**src/verilog/cis_pkg.sv**
```systemverilog
// constants for the line-scan readout sequencer
//////////////////////////////////////////////////////////////////////////////
// Summary of operation
// - each chip presents its 128 pixels in turn, so one line yields 3456 pixels.
// - all 27 chips share one shift strobe, each end-of-line starts the next, one video line.
// - a start pulse activates the first chip, which then steps one pixel per pixel-clock cycle.
// - a new line begins only on another start pulse, never on its own.
// - while a line is active, exactly one pixel leaves per cycle of the input pixel clock; none leave between lines.
// - after a pixel has been read out onto the video line it is reset for the next charge.
//////////////////////////////////////////////////////////////////////////////
package cis_pkg;
    localparam int CHIPS = 27;
    localparam int PIX_PER_CHIP = 128;
    localparam int LINE_PIXELS = CHIPS * PIX_PER_CHIP;
    localparam int IDX_W = 7;
    localparam int ADDR_W = 12;
    localparam int CLK_HZ = 50_000_000;
    localparam int CLK_PERIOD_NS = 1_000_000_000 / CLK_HZ;
    localparam logic [IDX_W-1:0] IDX_LAST = 7'h7F;
    localparam logic [IDX_W-1:0] IDX_RST = 7'h00;
    localparam logic [ADDR_W-1:0] ADDR_RST = 12'h000;

    typedef enum logic [1:0] {
        CIS_IDLE = 2'b01,
        CIS_RUN  = 2'b10
    } cis_chip_state_t;
endpackage : cis_pkg

```
**src/verilog/cis_chip_if.sv**
```systemverilog
// link between the sequencer and one cascaded sensor chip
`timescale 1ns/10ps
`default_nettype none
interface cis_chip_if;
    logic shift;
    logic start;
    logic eol;
    logic active;
    logic [cis_pkg::IDX_W-1:0] idx;

    modport chip (
        input shift,
        input start,
        output eol,
        output active,
        output idx
    );
    modport ctrl (
        output shift,
        output start,
        input eol,
        input active,
        input idx
    );
endinterface : cis_chip_if
`default_nettype wire

```
**src/verilog/cis_line_scan_readout.sv**
```systemverilog
// line-scan readout sequencer of the cascaded sensor chips
`timescale 1ns/10ps
`default_nettype none
module cis_line_scan_readout #(
    parameter int VIDEO_W = 8
) (
    input wire logic clock_i,
    input wire logic arst_n_i,
    input wire logic line_start_pulse_i,
    input wire logic pixel_clock_pulse_i,
    input wire logic [VIDEO_W-1:0] pixel_charge_i,
    output logic [cis_pkg::ADDR_W-1:0] pixel_sel_o,
    output logic [VIDEO_W-1:0] analog_video_output_o,
    output logic [cis_pkg::ADDR_W-1:0] video_addr_o,
    output logic video_valid_o,
    output logic pixel_reset_o,
    output logic [cis_pkg::ADDR_W-1:0] pixel_reset_addr_o,
    output logic line_active_o
);
    //////////////////////////////////////////////////////////////////////////
    // pin synchronisers and falling-edge detect
    logic sp_s1_q;
    logic sp_s2_q;
    logic cp_s1_q;
    logic cp_s2_q;
    logic cp_s3_q;
    logic shift;
    logic first_load;

    always_ff @(posedge clock_i or negedge arst_n_i) begin
        if (!arst_n_i) begin
            sp_s1_q <= 1'b0;
            sp_s2_q <= 1'b0;
            cp_s1_q <= 1'b0;
            cp_s2_q <= 1'b0;
            cp_s3_q <= 1'b0;
        end else begin
            sp_s1_q <= line_start_pulse_i;
            sp_s2_q <= sp_s1_q;
            cp_s1_q <= pixel_clock_pulse_i;
            cp_s2_q <= cp_s1_q;
            cp_s3_q <= cp_s2_q;
        end
    end

    assign shift = cp_s3_q && !cp_s2_q;
    assign first_load = shift && sp_s2_q;

    //////////////////////////////////////////////////////////////////////////
    // chip cascade
    logic [cis_pkg::CHIPS:0] start_w;
    logic [cis_pkg::CHIPS:0] any_w;
    logic [cis_pkg::ADDR_W-1:0] addr_w [0:cis_pkg::CHIPS];

    assign start_w[0] = first_load;
    assign any_w[0] = 1'b0;
    assign addr_w[0] = cis_pkg::ADDR_RST;

    genvar k;
    generate
        for (k = 0; k < cis_pkg::CHIPS; k++) begin : gen_chip
            localparam logic [cis_pkg::ADDR_W-1:0] BASE = 12'(k * cis_pkg::PIX_PER_CHIP);
            cis_chip_if u_link ();
            assign u_link.shift = shift;
            assign u_link.start = start_w[k];
            assign start_w[k+1] = u_link.eol;
            assign any_w[k+1] = any_w[k] | u_link.active;
            assign addr_w[k+1] = addr_w[k] |
                (u_link.active ? (BASE | {5'h00, u_link.idx}) : cis_pkg::ADDR_RST);
            cis_chip u_chip (
                .clock_i(clock_i),
                .arst_n_i(arst_n_i),
                .link(u_link)
            );
        end
    endgenerate

    assign pixel_sel_o = addr_w[cis_pkg::CHIPS];
    assign line_active_o = any_w[cis_pkg::CHIPS];

    //////////////////////////////////////////////////////////////////////////
    // video readout and pixel reset
    logic shift_q;
    logic shift_d;
    logic [VIDEO_W-1:0] video_q;
    logic [VIDEO_W-1:0] video_d;
    logic [cis_pkg::ADDR_W-1:0] vaddr_q;
    logic [cis_pkg::ADDR_W-1:0] vaddr_d;
    logic valid_q;
    logic valid_d;
    logic rst_q;
    logic rst_d;
    logic [cis_pkg::ADDR_W-1:0] raddr_q;
    logic [cis_pkg::ADDR_W-1:0] raddr_d;

    always_comb begin
        shift_d = shift;
        video_d = video_q;
        vaddr_d = vaddr_q;
        valid_d = 1'b0;
        rst_d = valid_q;
        raddr_d = valid_q ? vaddr_q : raddr_q;
        if (shift_q && line_active_o) begin
            video_d = pixel_charge_i;
            vaddr_d = pixel_sel_o;
            valid_d = 1'b1;
        end
    end

    always_ff @(posedge clock_i or negedge arst_n_i) begin
        if (!arst_n_i) begin
            shift_q <= 1'b0;
            video_q <= '0;
            vaddr_q <= cis_pkg::ADDR_RST;
            valid_q <= 1'b0;
            rst_q <= 1'b0;
            raddr_q <= cis_pkg::ADDR_RST;
        end else begin
            shift_q <= shift_d;
            video_q <= video_d;
            vaddr_q <= vaddr_d;
            valid_q <= valid_d;
            rst_q <= rst_d;
            raddr_q <= raddr_d;
        end
    end

    assign analog_video_output_o = video_q;
    assign video_addr_o = vaddr_q;
    assign video_valid_o = valid_q;
    assign pixel_reset_o = rst_q;
    assign pixel_reset_addr_o = raddr_q;
endmodule : cis_line_scan_readout
`default_nettype wire

```
**src/verilog/cis_chip.sv**
```systemverilog
// one sensor chip shift register with chip select and end-of-line
`timescale 1ns/10ps
`default_nettype none
module cis_chip (
    input wire logic clock_i,
    input wire logic arst_n_i,
    cis_chip_if.chip link
);
    cis_pkg::cis_chip_state_t state_q;
    cis_pkg::cis_chip_state_t state_d;
    logic [cis_pkg::IDX_W-1:0] idx_q;
    logic [cis_pkg::IDX_W-1:0] idx_d;

    //////////////////////////////////////////////////////////////////////////
    // 128 pixel steps
    always_comb begin
        state_d = state_q;
        idx_d = idx_q;
        if (link.shift) begin
            case (state_q)
                cis_pkg::CIS_IDLE: begin
                    if (link.start) begin
                        state_d = cis_pkg::CIS_RUN;
                        idx_d = cis_pkg::IDX_RST;
                    end
                end
                cis_pkg::CIS_RUN: begin
                    if (idx_q == cis_pkg::IDX_LAST) begin
                        state_d = link.start ? cis_pkg::CIS_RUN : cis_pkg::CIS_IDLE;
                        idx_d = cis_pkg::IDX_RST;
                    end else if (link.start) begin
                        idx_d = cis_pkg::IDX_RST;
                    end else begin
                        idx_d = idx_q + 7'h01;
                    end
                end
                default: begin
                    state_d = cis_pkg::CIS_IDLE;
                    idx_d = cis_pkg::IDX_RST;
                end
            endcase
        end
    end

    always_ff @(posedge clock_i or negedge arst_n_i) begin
        if (!arst_n_i) begin
            state_q <= cis_pkg::CIS_IDLE;
            idx_q <= cis_pkg::IDX_RST;
        end else begin
            state_q <= state_d;
            idx_q <= idx_d;
        end
    end

    assign link.eol = link.shift && (state_q == cis_pkg::CIS_RUN) && (idx_q == cis_pkg::IDX_LAST);
    assign link.active = (state_q == cis_pkg::CIS_RUN);
    assign link.idx = idx_q;
endmodule : cis_chip
`default_nettype wire

```
**config.mk**
```make
export PLATFORM = sky130hd
export DESIGN_NAME = cis_line_scan_readout
export DESIGN_NICKNAME = d
export VERILOG_FILES = /design/src/verilog/cis_pkg.sv /design/src/verilog/cis_chip_if.sv /design/src/verilog/cis_line_scan_readout.sv /design/src/verilog/cis_chip.sv
export SDC_FILE = /design/constraint.sdc
export NUM_CORES = 1
export LEC_CHECK = 0
export BUFFER_PORTS_ARGS = -buffer_cell sky130_fd_sc_hd__clkbuf_2
export CORE_MARGIN = 4
export CORE_UTILIZATION = 45
export CTS_CLUSTER_SIZE = 40
export DETAILED_ROUTE_END_ITERATION = 7
export PLACE_DENSITY = 0.72
export REMOVE_ABC_BUFFERS = 1
export SLEW_MARGIN = 20
export SYNTH_ARGS = -nofsm -noshare
export SYNTH_HDL_FRONTEND = slang
export SYNTH_SLANG_ARGS = --single-unit
```
**constraint.sdc**
```tcl
create_clock -name clock_i -period 2.9 [get_ports clock_i]
set_input_delay 0.145 -clock clock_i [delete_from_list [all_inputs] [get_ports clock_i]]
set_output_delay 0.145 -clock clock_i [all_outputs]
set_load 0.01 [all_outputs]
```
---- Yosys cells after proc, flatten, opt, wreduce, memory -nomap -nowiden ----
Cells that the tools add are included.
word-level totals
  register bits after elaboration ......... 283
  output and inout bits ................... 47
  input port bits ......................... 12
cells by class
  bitwise operators ....................... 52
  $add $sub $neg .......................... 27
  equal/unequal tests ..................... 135
  reduce and logical (&&, ||, !) cells .... 110
  mux-type cells .......................... 244
operators with widths
  cell                                                                      count
  7-bit two-way mux                                                         82
  7-bit case mux with 2 select lines                                        27
  7-bit by 1-bit adder with 7-bit output (second input constant)            27
  7-bit equality test (second input constant)                               27
  2-bit two-way mux                                                         81
  12-bit two-way mux                                                        11
  12-bit OR                                                                 10
  2-bit by 1-bit inequality test with 1-bit output (second input constant)  54
  2-bit case mux with 2 select lines                                        27
  11-bit two-way mux                                                        8
  3-bit AND reduction                                                       27
  11-bit OR                                                                 7
  1-bit logical AND                                                         55
  2-bit by 1-bit equality test with 1-bit output (second input constant)    27
  2-bit equality test (second input constant)                               27
  2-bit AND reduction                                                       27
  10-bit two-way mux                                                        4
  10-bit OR                                                                 3
  1-bit OR                                                                  26
  9-bit two-way mux                                                         2
  11-bit by 12-bit OR with 12-bit output                                    1
  10-bit by 11-bit OR with 11-bit output                                    1
  9-bit by 10-bit OR with 10-bit output                                     1
  8-bit by 9-bit OR with 9-bit output                                       1
  5 further kinds                                                           5

---- Longest topological paths before layout ----
Gate-level depths: netlist of run 1.
  depth after elaboration ................. 29
  depth in mapped cells ................... 9
  depth with buffers taken out ............ 7

---- By module ----
Synthesis of run 1 repeated with hierarchy kept, for this count alone.
unflattened totals
  cell total of the unflattened synthesis .. 1917
  area, all modules ....................... 18263.8 um^2
by module, submodules not included
  module                              sequential area each (um^2)  area an instance (um^2)  cells each  instances
  cis_chip at gen_chip[0].u_chip ...  226.5                        586.8                    63          20
  cis_chip at gen_chip[3].u_chip ...  226.5                        556.8                    58          7
  cis_line_scan_readout               1001.0                       2630.0                   251         1

---- Worst setup path after synthesis of run 1 ----
No wires, ideal clock.
  kind .................................... flip-flop to flip-flop
  start point ............................. register gen_chip[24].u_chip.state_q[0]
  end point ............................... register video_q[0] (netlist: analog_video_output_o[0])
  buffers on the path ..................... 1
  arrival time ............................ 2311 ps
  slack ................................... 463 ps
  required time ........................... 2775 ps
  stages on the path, launching flop included .. 9
  path through ............................ dfstp_2 -> inv_1 -> ha_1 -> or4_4 -> nor4_4 -> nand4_2 -> nand2_4 -> buf_12 -> mux2_4
on the way
  longest elaborated chain between the ends .. 5
RTL lines
  what                      RTL line                      text
  start: declaration        cis_chip.sv:9                 cis_pkg::cis_chip_state_t state_q;
  start signal: assignment  cis_chip.sv:47                state_q <= cis_pkg::CIS_IDLE;
  start signal: assignment  cis_chip.sv:50                state_q <= state_d;
  2-bit equality test       cis_chip.sv:56                assign link.active = (state_q == cis_pkg::CIS_RUN);
  1-bit OR (3 in a row)     cis_line_scan_readout.sv:67   assign any_w[k+1] = any_w[k] | u_link.active;
  named net line_active_o   cis_line_scan_readout.sv:18   output logic line_active_o
  1-bit logical AND         cis_line_scan_readout.sv:103  if (shift_q && line_active_o) begin
  end signal: assignment    cis_line_scan_readout.sv:120  video_q <= video_d;
  end: declaration          cis_line_scan_readout.sv:85   logic [VIDEO_W-1:0] video_q;
The timed path passes the listed nets, and every way through them passes these cells.
A chain may end at the register's enable or synchronous reset.

---- Final worst setup path of run 1 ----
  start point ............................. register gen_chip[23].u_chip.state_q[0]
  end point ............................... output pixel_sel_o[2] (netlist bit)
on the way
  longest elaborated chain between the ends .. 6
RTL lines
  what                      RTL line                     text
  start: declaration        cis_chip.sv:9
  start signal: assignment  cis_chip.sv:47
  start signal: assignment  cis_chip.sv:50
  2-bit equality test       cis_chip.sv:56
  12-bit two-way mux        cis_line_scan_readout.sv:69  (u_link.active ? (BASE | {5'h00, u_link.idx}) : cis_pkg::ADDR_RST);
  12-bit OR (4 in a row)    cis_line_scan_readout.sv:68  assign addr_w[k+1] = addr_w[k] |
  end: declaration          cis_line_scan_readout.sv:12  output logic [cis_pkg::ADDR_W-1:0] pixel_sel_o,
Every way passes these cells.

==> out/qor.yml, run 1 <==
floorplanning:
  core_area_sq_mm: 0.0368
  die_area_sq_mm: 0.0406
  pin_count: 59
  floorplan.initialDensity_pct: 45.8
  fp.dieW_microns: 202
  die_height_microns: 202
  floorplan.rows: 70
drt:
  drtIter0Drc: 1430
  drt_drc_violations_left: 0
  totalWireLength_microns: 51100
  route.detailed.wl_per_inst_microns: 21.4
  vias: 15100
  ant_nets: 0
  detailedRoute.firstPassIterationCount: 6
  vias_per_cell: 6.32
critical_path:
  critical-path-slowest-cell: "sky130_fd_sc_hd__dfstp_2"
  reg2reg_from: "gen_chip[23].u_chip.state_q[0]"
  r2r_slack_ps: 200
  critPathRequiredTime_ps: 2760
  critPathTopFamily: "simple AND/OR/NAND/NOR gates"
  reg2reg_depth: 9
  crit_arrival_ps: 2720
  worstPathBufferInverterCount: 3
  path_class: "reg2out"
  critPathMaxFanout: 5
  worstReg2RegEnd: "video_addr_o[3]"
  start_kind: "register"
  worstPathCellList: "inv_1 -> ha_4 -> buf_8 -> a22o_4 -> a221oi_4 -> nand4_1 -> or3_4 -> buf_6"
  end_kind: "primary output"
  cp_slowest_stage_delay_ps: 530
power_and_ir_drop:
  cellInternalPower_uw: 9900
  power_frac_comb_pct: 35.4
  total_switching_power_uw: 5590
  switching_share_pct: 36.1
  power.leakage_uw: 0.00851
  power_density_mw_per_mm2: 796
  power.share.sequential_pct: 35.1
  power_frac_clock_pct: 29.5
  vdd.ir_drop.worst_v: 0.000331
clocking:
  clock_buffer_depth: 3
  clock_sinks: 283
  clock_transition_at_path_regs_ps: 60
  tritoncts: "built"
  cts.root.buffer_cell: "sky130_fd_sc_hd__clkbuf_16"
  insertion_delay_ps: 550
  ctsHtreeMaxLevel: 2
  total_cts_buffers: 34
layout:
  final_layout_fill_cell_count: 3268
  post-route-cell-area_sq_mm: 0.0195
  final_cell_count_no_fill: 2393
  ff_latch_area_sq_mm: 0.00712
  multi_input_logic_area_sq_mm: 0.00924
  nets: 1996
  diode_count: 0
  syn_to_final_growth_pct: 15.5
  proportion_of_layout_cells_with_a_drive_suffix_above_1_pct: 17.1
yosys:
  postSynth.asyncResetShare_pct: 100
  synth-edff-count: 0
  synth_cell_types: 77
  synthFlopType: "sky130_fd_sc_hd__dfrtp_1"
  synth_compound_gate_area_share_pct: 20.5
  seq_area_frac_synth_pct: 42.2
  synth_top_family_by_area: "compound AO/OA/AOI/OAI gates"
  yosys_warnings: 0
  fraction_of_synthesized_cell_area_in_xor_and_xnor_cells_pct: 1.40
  mappedNetlistArea_sq_mm: 0.0169
  post_synth_mux_area_share_pct: 5.34
  adder_and_majority_cell_fraction_of_the_synthesized_area_pct: 6.24
  postSynthAreaPerCell_sq_um: 9.32
  simple_gate_portion_of_the_synthesized_area_pct: 20.2
  yosys_register_bits: 283
  postSynthCellCount: 1808
sta:
  max_slew.worst_pin.slew_ps: 707
  timing.max_slew.rel_slack_pct: 52.5
  final_max_slew_viol_count: 0
  maxClockFrequency_mhz: 349
  fin_worst_hold_slack_ps: 186
  finalHoldViolCount: 0
  totalNegativeSetupSlack_ps: 0
  final_ws_setup_ps: 31.7
  final.setup_skew_ps: 32.3
  final-setup-viol-count: 0
  final_critical_delay_including_setup_and_external_delays_ps: 2870
  finalCritPeriodShare_pct: 98.9
global_route:
  via_count_of_the_first_global_routing_pass: 14400
  grt_antenna_before_repair: 0
  global_route_wire_length_before_repair_microns: 81200
  grt_start_max_net_pins: 74
  gr-total-overflow: 0
  grt_usage_pct: 24.7
placement:
  io_buffer_count: 58
  place.detailed.instances: 2306
  dp_hpwl_microns: 37600
  gp_congestion: 0.980
  detailed_place.area_sq_mm: 0.0178
  place_worst_setup_slack_ps: 126
job:
  max_cap_violations: 0
min_path:
  holdCritPathClass: "in2async"
outcome:
  status: "finished, final reports clean"
-- cells by family (layout without fill, tap and decap cells) --
group           count (synthesis)  in the layout
mux                            75             75
flops                         283            283
fa+ha+maj                      84             84
compound gates                528            528
simple gates                  647            647
buf+inv                       164            281
xor+xnor                       27             27
-- sequential cells by signal (all words and copies together) (netlist names) --
register                  count
video_valid_o                 1
gen_chip.u_chip.state_q      54
pixel_reset_o                 1
pixel_reset_addr_o           12
analog_video_output_o         8
cp_s1_q                       1
cp_s3_q                       1
cp_s2_q                       1
sp_s2_q                       1
shift_q                       1
sp_s1_q                       1
video_addr_o                 12
gen_chip.u_chip.link.idx    189
-- routing by layer --
layer	track usage (%)	vias up	routed length (microns)	share of wire, %
met1	33.9	7417	22200	43
met5	0	-	0	0
met4	12.4	0	2550	5.0
met3	4.37	120	4050	7.9
li1	-	6955	-	-
met2	37.7	624	22300	44
-- worst register-to-register path, cell delays in order, from the launching register on --
cell and delay [ps]:
sky130_fd_sc_hd__dfstp_2 530, sky130_fd_sc_hd__inv_1 80, sky130_fd_sc_hd__ha_4 200, sky130_fd_sc_hd__buf_4 130, sky130_fd_sc_hd__nor4_1 220, sky130_fd_sc_hd__buf_4 190, sky130_fd_sc_hd__nor4b_2 280, sky130_fd_sc_hd__nand4_2 210
sky130_fd_sc_hd__nand2_4 370, sky130_fd_sc_hd__mux2_2 380
-- power groups by stage --
| stage | Combinational, uW | Sequential (uW) | Clock [uW] |
|---|---|---|---|
| finish | 5490 | 5430 | 4570 |
| global route | 6050 | 5520 | 4830 |
| CTS | 5210 | 5410 | 4650 |
| detailed placement | 5140 | 5470 | 0 |
| global placement | 4980 | 5430 | 0 |
| floorplan | 3450 | 5310 | 0 |
-- Yosys cell counts (all sizes together) (12+ instances only) --
cell type / n / area share (%)
dfrtp: 256 / 38
nand2: 151 / 3.4
o21ai: 133 / 4.0
a21oi: 119 / 3.5
nor2: 107 / 2.4
nand3: 95 / 2.8
inv: 91 / 2.0
ha: 84 / 6.2
a22oi: 72 / 3.2
mux2: 62 / 4.6
nand4: 58 / 2.2
clkbuf: 46 / 1.0
and3: 39 / 1.4
o31ai: 34 / 1.5
nor3: 31 / 0.92
a22o: 29 / 1.5
buf: 27 / 0.94
dfstp: 27 / 4.2
nand2b: 26 / 1.0
nor2b: 24 / 0.89
xor2: 21 / 1.1
nor4: 20 / 0.92
or2: 19 / 0.71
a2bb2oi: 18 / 0.94
or4: 18 / 0.82
a21o: 17 / 0.76
or3: 17 / 0.63
a31oi: 14 / 0.52
and4: 14 / 0.73
mux2i: 13 / 0.77
o2bb2ai: 13 / 0.68
and2: 12 / 0.45
-- through the flow --
| stage | total power (uW) | utilization (%) |
|---|---|---|
| 2_1_floorplan | 8760 | - |
| 6_report | 15500 | 52.9 |
| 3_3_place_gp | 10400 | 48.4 |
| 3_5_place_dp | 10600 | 48.4 |
| 4_1_cts | 15300 | 52.2 |
| 5_1_grt | 16400 | 52.9 |
-- worst max-delay path by stage --
stage                                        start                             end  slack, ps  cells past startpoint
finish              gen_chip[23].u_chip.state_q[0]                  pixel_sel_o[2]         30                      8
global route        gen_chip[21].u_chip.state_q[0]                  pixel_sel_o[4]         -6                      8
CTS                  gen_chip[2].u_chip.state_q[0]                  pixel_sel_o[5]          2                      6
detailed placement   gen_chip[7].u_chip.state_q[0]                 video_addr_o[3]        130                      7
global placement     gen_chip[7].u_chip.state_q[0]                 video_addr_o[3]        190                      7
floorplan                                  cp_s2_q  gen_chip[2].u_chip.link.idx[4]       -470                      5
-- timing repair --
action,4_1_cts,5_1_grt
hold endpoints to repair,78,0
cloned,0,1
pin swaps,1,8
setup buffers,0,14
hold buffers,11,0
setup endpoints to repair,5,10
gates resized for setup,14,31
-- placed cells by master, fill, tap and decap left out, types with 13 or more instances in the layout --
cell type                     n
sky130_fd_sc_hd__dfrtp_1    256
sky130_fd_sc_hd__o31ai_1     34
sky130_fd_sc_hd__a22oi_1     66
sky130_fd_sc_hd__ha_1        75
sky130_fd_sc_hd__nand2_1    149
sky130_fd_sc_hd__mux2_2      43
sky130_fd_sc_hd__nor2_1     106
sky130_fd_sc_hd__buf_4       50
sky130_fd_sc_hd__clkbuf_16   36
sky130_fd_sc_hd__nor4_1      17
sky130_fd_sc_hd__o21ai_0    128
sky130_fd_sc_hd__a21oi_1    119
sky130_fd_sc_hd__inv_1       90
sky130_fd_sc_hd__nor2b_1     24
sky130_fd_sc_hd__or4_1       17
sky130_fd_sc_hd__a31oi_1     14
sky130_fd_sc_hd__nand3_1     95
sky130_fd_sc_hd__xor2_1      21
sky130_fd_sc_hd__a22o_1      27
sky130_fd_sc_hd__nand4_1     57
sky130_fd_sc_hd__o2bb2ai_1   13
sky130_fd_sc_hd__or2_2       14
sky130_fd_sc_hd__mux2_4      19
sky130_fd_sc_hd__nand2b_1    25
sky130_fd_sc_hd__a2bb2oi_1   18
sky130_fd_sc_hd__dfstp_2     27
sky130_fd_sc_hd__nor3_1      30
sky130_fd_sc_hd__mux2i_1     13
sky130_fd_sc_hd__and4_1      14
sky130_fd_sc_hd__clkbuf_2    55
sky130_fd_sc_hd__and3_1      39
sky130_fd_sc_hd__a21o_1      17
-- area by class of cell --
type                    count  area share (%)
clock buffers              47            5.09
clock inverters            14            1.05
inverters                  91            1.76
multi-input cells        1361            47.5
flip-flops and latches    283            36.6
well taps                 468            3.01
repair buffers            129            5.02
Note: power is estimated with default switching activity, not from simulation.
==> run 2, diff against run 1 <==
Settings changed: CTS_BUF_LIST from default to sky130_fd_sc_hd__clkbuf_8.
==> run 2 against run 1 <==
Routed wire length increased by 0.55%. Critical path depth unchanged. Worst setup slack got worse by 2.4 ps. Die area unchanged. Sequential cell count unchanged. Non-clock buffer count increased by 8. Sequential power about the same. Largest cell class unchanged.
==> out/qor.yml, run 2 (synthesized netlist as in run 1, its figures left out) <==
floorplanning:
  die_area_sq_mm: 0.0406  # unchanged
  fp.dieW_microns: 202  # unchanged
  die_height_microns: 202  # unchanged
  pin_count: 59  # unchanged
  core_area_sq_mm: 0.0368  # unchanged
  floorplan.rows: 70  # unchanged
  floorplan.initialDensity_pct: 45.8  # unchanged
sta:
  final-setup-viol-count: 0  # unchanged
  finalCritPeriodShare_pct: 99.0  # about the same
  final_critical_delay_including_setup_and_external_delays_ps: 2870  # +2.43 ps
  max_slew.worst_pin.slew_ps: 663  # -44.0 ps
  finalHoldViolCount: 0  # unchanged
  maxClockFrequency_mhz: 348  # about the same
  timing.max_slew.rel_slack_pct: 55.5  # +3.0 points
  totalNegativeSetupSlack_ps: 0  # unchanged
  rsz0062_at_grt: "yes"
  final_max_slew_viol_count: 0  # unchanged
  final.setup_skew_ps: 22.8  # -9.44 ps
layout:
  proportion_of_layout_cells_with_a_drive_suffix_above_1_pct: 19.2  # +2.1 points
  final_layout_fill_cell_count: 3283  # +0.46%
  layout_common_cells: "256 x sky130_fd_sc_hd__dfrtp_1, 149 x sky130_fd_sc_hd__nand2_1, 128 x sky130_fd_sc_hd__o21ai_0"
  multi_input_logic_area_sq_mm: 0.00928  # +0.34%
  layout_commonest_cell: "sky130_fd_sc_hd__dfrtp_1"
  largest_reg_flops: 189  # unchanged
  post-route-cell-area_sq_mm: 0.0196  # +0.53%
  final_cell_count_no_fill: 2434  # +1.7%
  nets: 2020  # +1.2%
  ff_latch_area_sq_mm: 0.00712  # unchanged
  syn_to_final_growth_pct: 16.1
  finalCoreUtilization_pct: 53.2  # +0.28 points
global_route:
  global_route_wire_length_before_repair_microns: 82000  # +0.99%
  grt_start_max_net_pins: 74  # unchanged
  grt_usage_pct: 24.8  # +0.16 points
  gr-total-overflow: 0  # unchanged
  via_count_of_the_first_global_routing_pass: 14700  # +2.0%
  grt_antenna_before_repair: 0  # unchanged
clocking:
  tritoncts: "built"
  clock_buffer_depth: 3  # unchanged
  clock_transition_at_path_regs_ps: 70  # about the same
  cts.root.buffer_cell: "sky130_fd_sc_hd__clkbuf_8"
  clock_sinks: 283  # unchanged
  ctsHtreeMaxLevel: 2  # unchanged
  insertion_delay_ps: 610  # +60 ps
  total_cts_buffers: 50  # +47%
drt:
  vias_per_cell: 6.29  # -0.36%
  vias: 15300  # +1.3%
  drtIter0Drc: 1399  # -2.2%
  route.detailed.wl_per_inst_microns: 21.1  # -1.1%
  detailedRoute.firstPassIterationCount: 8  # +2
  drt_drc_violations_left: 0  # unchanged
  ant_nets: 0  # unchanged
  totalWireLength_microns: 51400  # +0.55%
critical_path:
  r2r_slack_ps: 210  # about the same
  critPathRequiredTime_ps: 2760  # about the same
  crit_arrival_ps: 2730  # about the same
  path_class: "reg2out"
  start_kind: "register"
  critPathMaxFanout: 5  # unchanged
  end_kind: "primary output"
placement:
  gp_congestion: 0.980  # unchanged
  dp_hpwl_microns: 37600  # unchanged
  place.detailed.instances: 2306  # unchanged
  detailed_place.area_sq_mm: 0.0178  # unchanged
  io_buffer_count: 58  # unchanged
job:
  max_cap_violations: 0  # unchanged
min_path:
  holdCritPathClass: "in2async"
power_and_ir_drop:
  power.leakage_uw: 0.00861  # +1.1%
  power_density_mw_per_mm2: 780  # -2.1%
  vdd.ir_drop.worst_v: 0.000284  # -14%
outcome:
  status: "finished, final reports clean"
run 2: metal layers:
metal	vias up	global-route usage [%]	routed length [microns]
met5	-	0	0
met3	138	4.58	4400
li1	7000	-	-
met4	0	11.9	2510
met1	7484	33.9	21700
met2	697	38.4	22800
run 2: power by group:
part           internal [uW]  total (uW)  switching [uW]
logic                   2360        5560            3200
clock network           2510        4250            1740
registers               4760        5440             680
run 2: cell type report:
type                            count  area share [%]
Clock inverter                     19           0.838
Sequential cell                   283            36.4
Tap cell                          468            2.99
Clock buffer                       74            5.21
Timing Repair Buffer              137            5.41
Inverter                           91            1.75
Multi-Input combinational cell   1361            47.4
Antenna cell                        1          0.0128
run 2: critical path, stage by stage (launching register included):
cell,delay [ps]
sky130_fd_sc_hd__dfstp_2,540
sky130_fd_sc_hd__inv_2,40
sky130_fd_sc_hd__ha_2,200
sky130_fd_sc_hd__buf_8,130
sky130_fd_sc_hd__a22o_4,270
sky130_fd_sc_hd__a221oi_4,240
sky130_fd_sc_hd__nand4_1,140
sky130_fd_sc_hd__or3_4,400
sky130_fd_sc_hd__buf_6,140
run 2: path summary, 6_finish.rpt:
kind	start	to	depth (start not counted)
worst min-delay path	arst_n_i	gen_chip[1].u_chip.state_q[1]	2
max in group asynchronous	arst_n_i	gen_chip[10].u_chip.state_q[0]	3
min in group clock_i	pixel_clock_pulse_i	cp_s1_q	2
worst max-delay path	gen_chip[23].u_chip.state_q[0]	pixel_sel_o[2]	8
worst max register to register	gen_chip[25].u_chip.state_q[0]	video_addr_o[3]	7
worst min register to register	cp_s1_q	cp_s2_q	0
run 2: repair_timing:
| action | CTS | global route |
|---|---|---|
| pin swaps | 11 | 10 |
| hold buffers | 11 | 0 |
| endpoints found under the hold margin | 93 | 0 |
| setup endpoints to repair | 9 | 12 |
| setup buffers | 17 | 6 |
| gates cloned | 0 | 0 |
| resized for setup | 45 | 14 |
run 2: metrics by stage:
| step | setup slack [ps] | power, uW | hold slack (ps) |
|---|---|---|---|
| after detailed placement | 126 | 10600 | 173 |
| after floorplan | -471 | 8760 | -151 |
| final | 29.2 | 15200 | 123 |
| after CTS | -27.9 | 15200 | 108 |
| after global routing | -35.8 | 16200 | 165 |
| after global placement | 187 | 10400 | 171 |
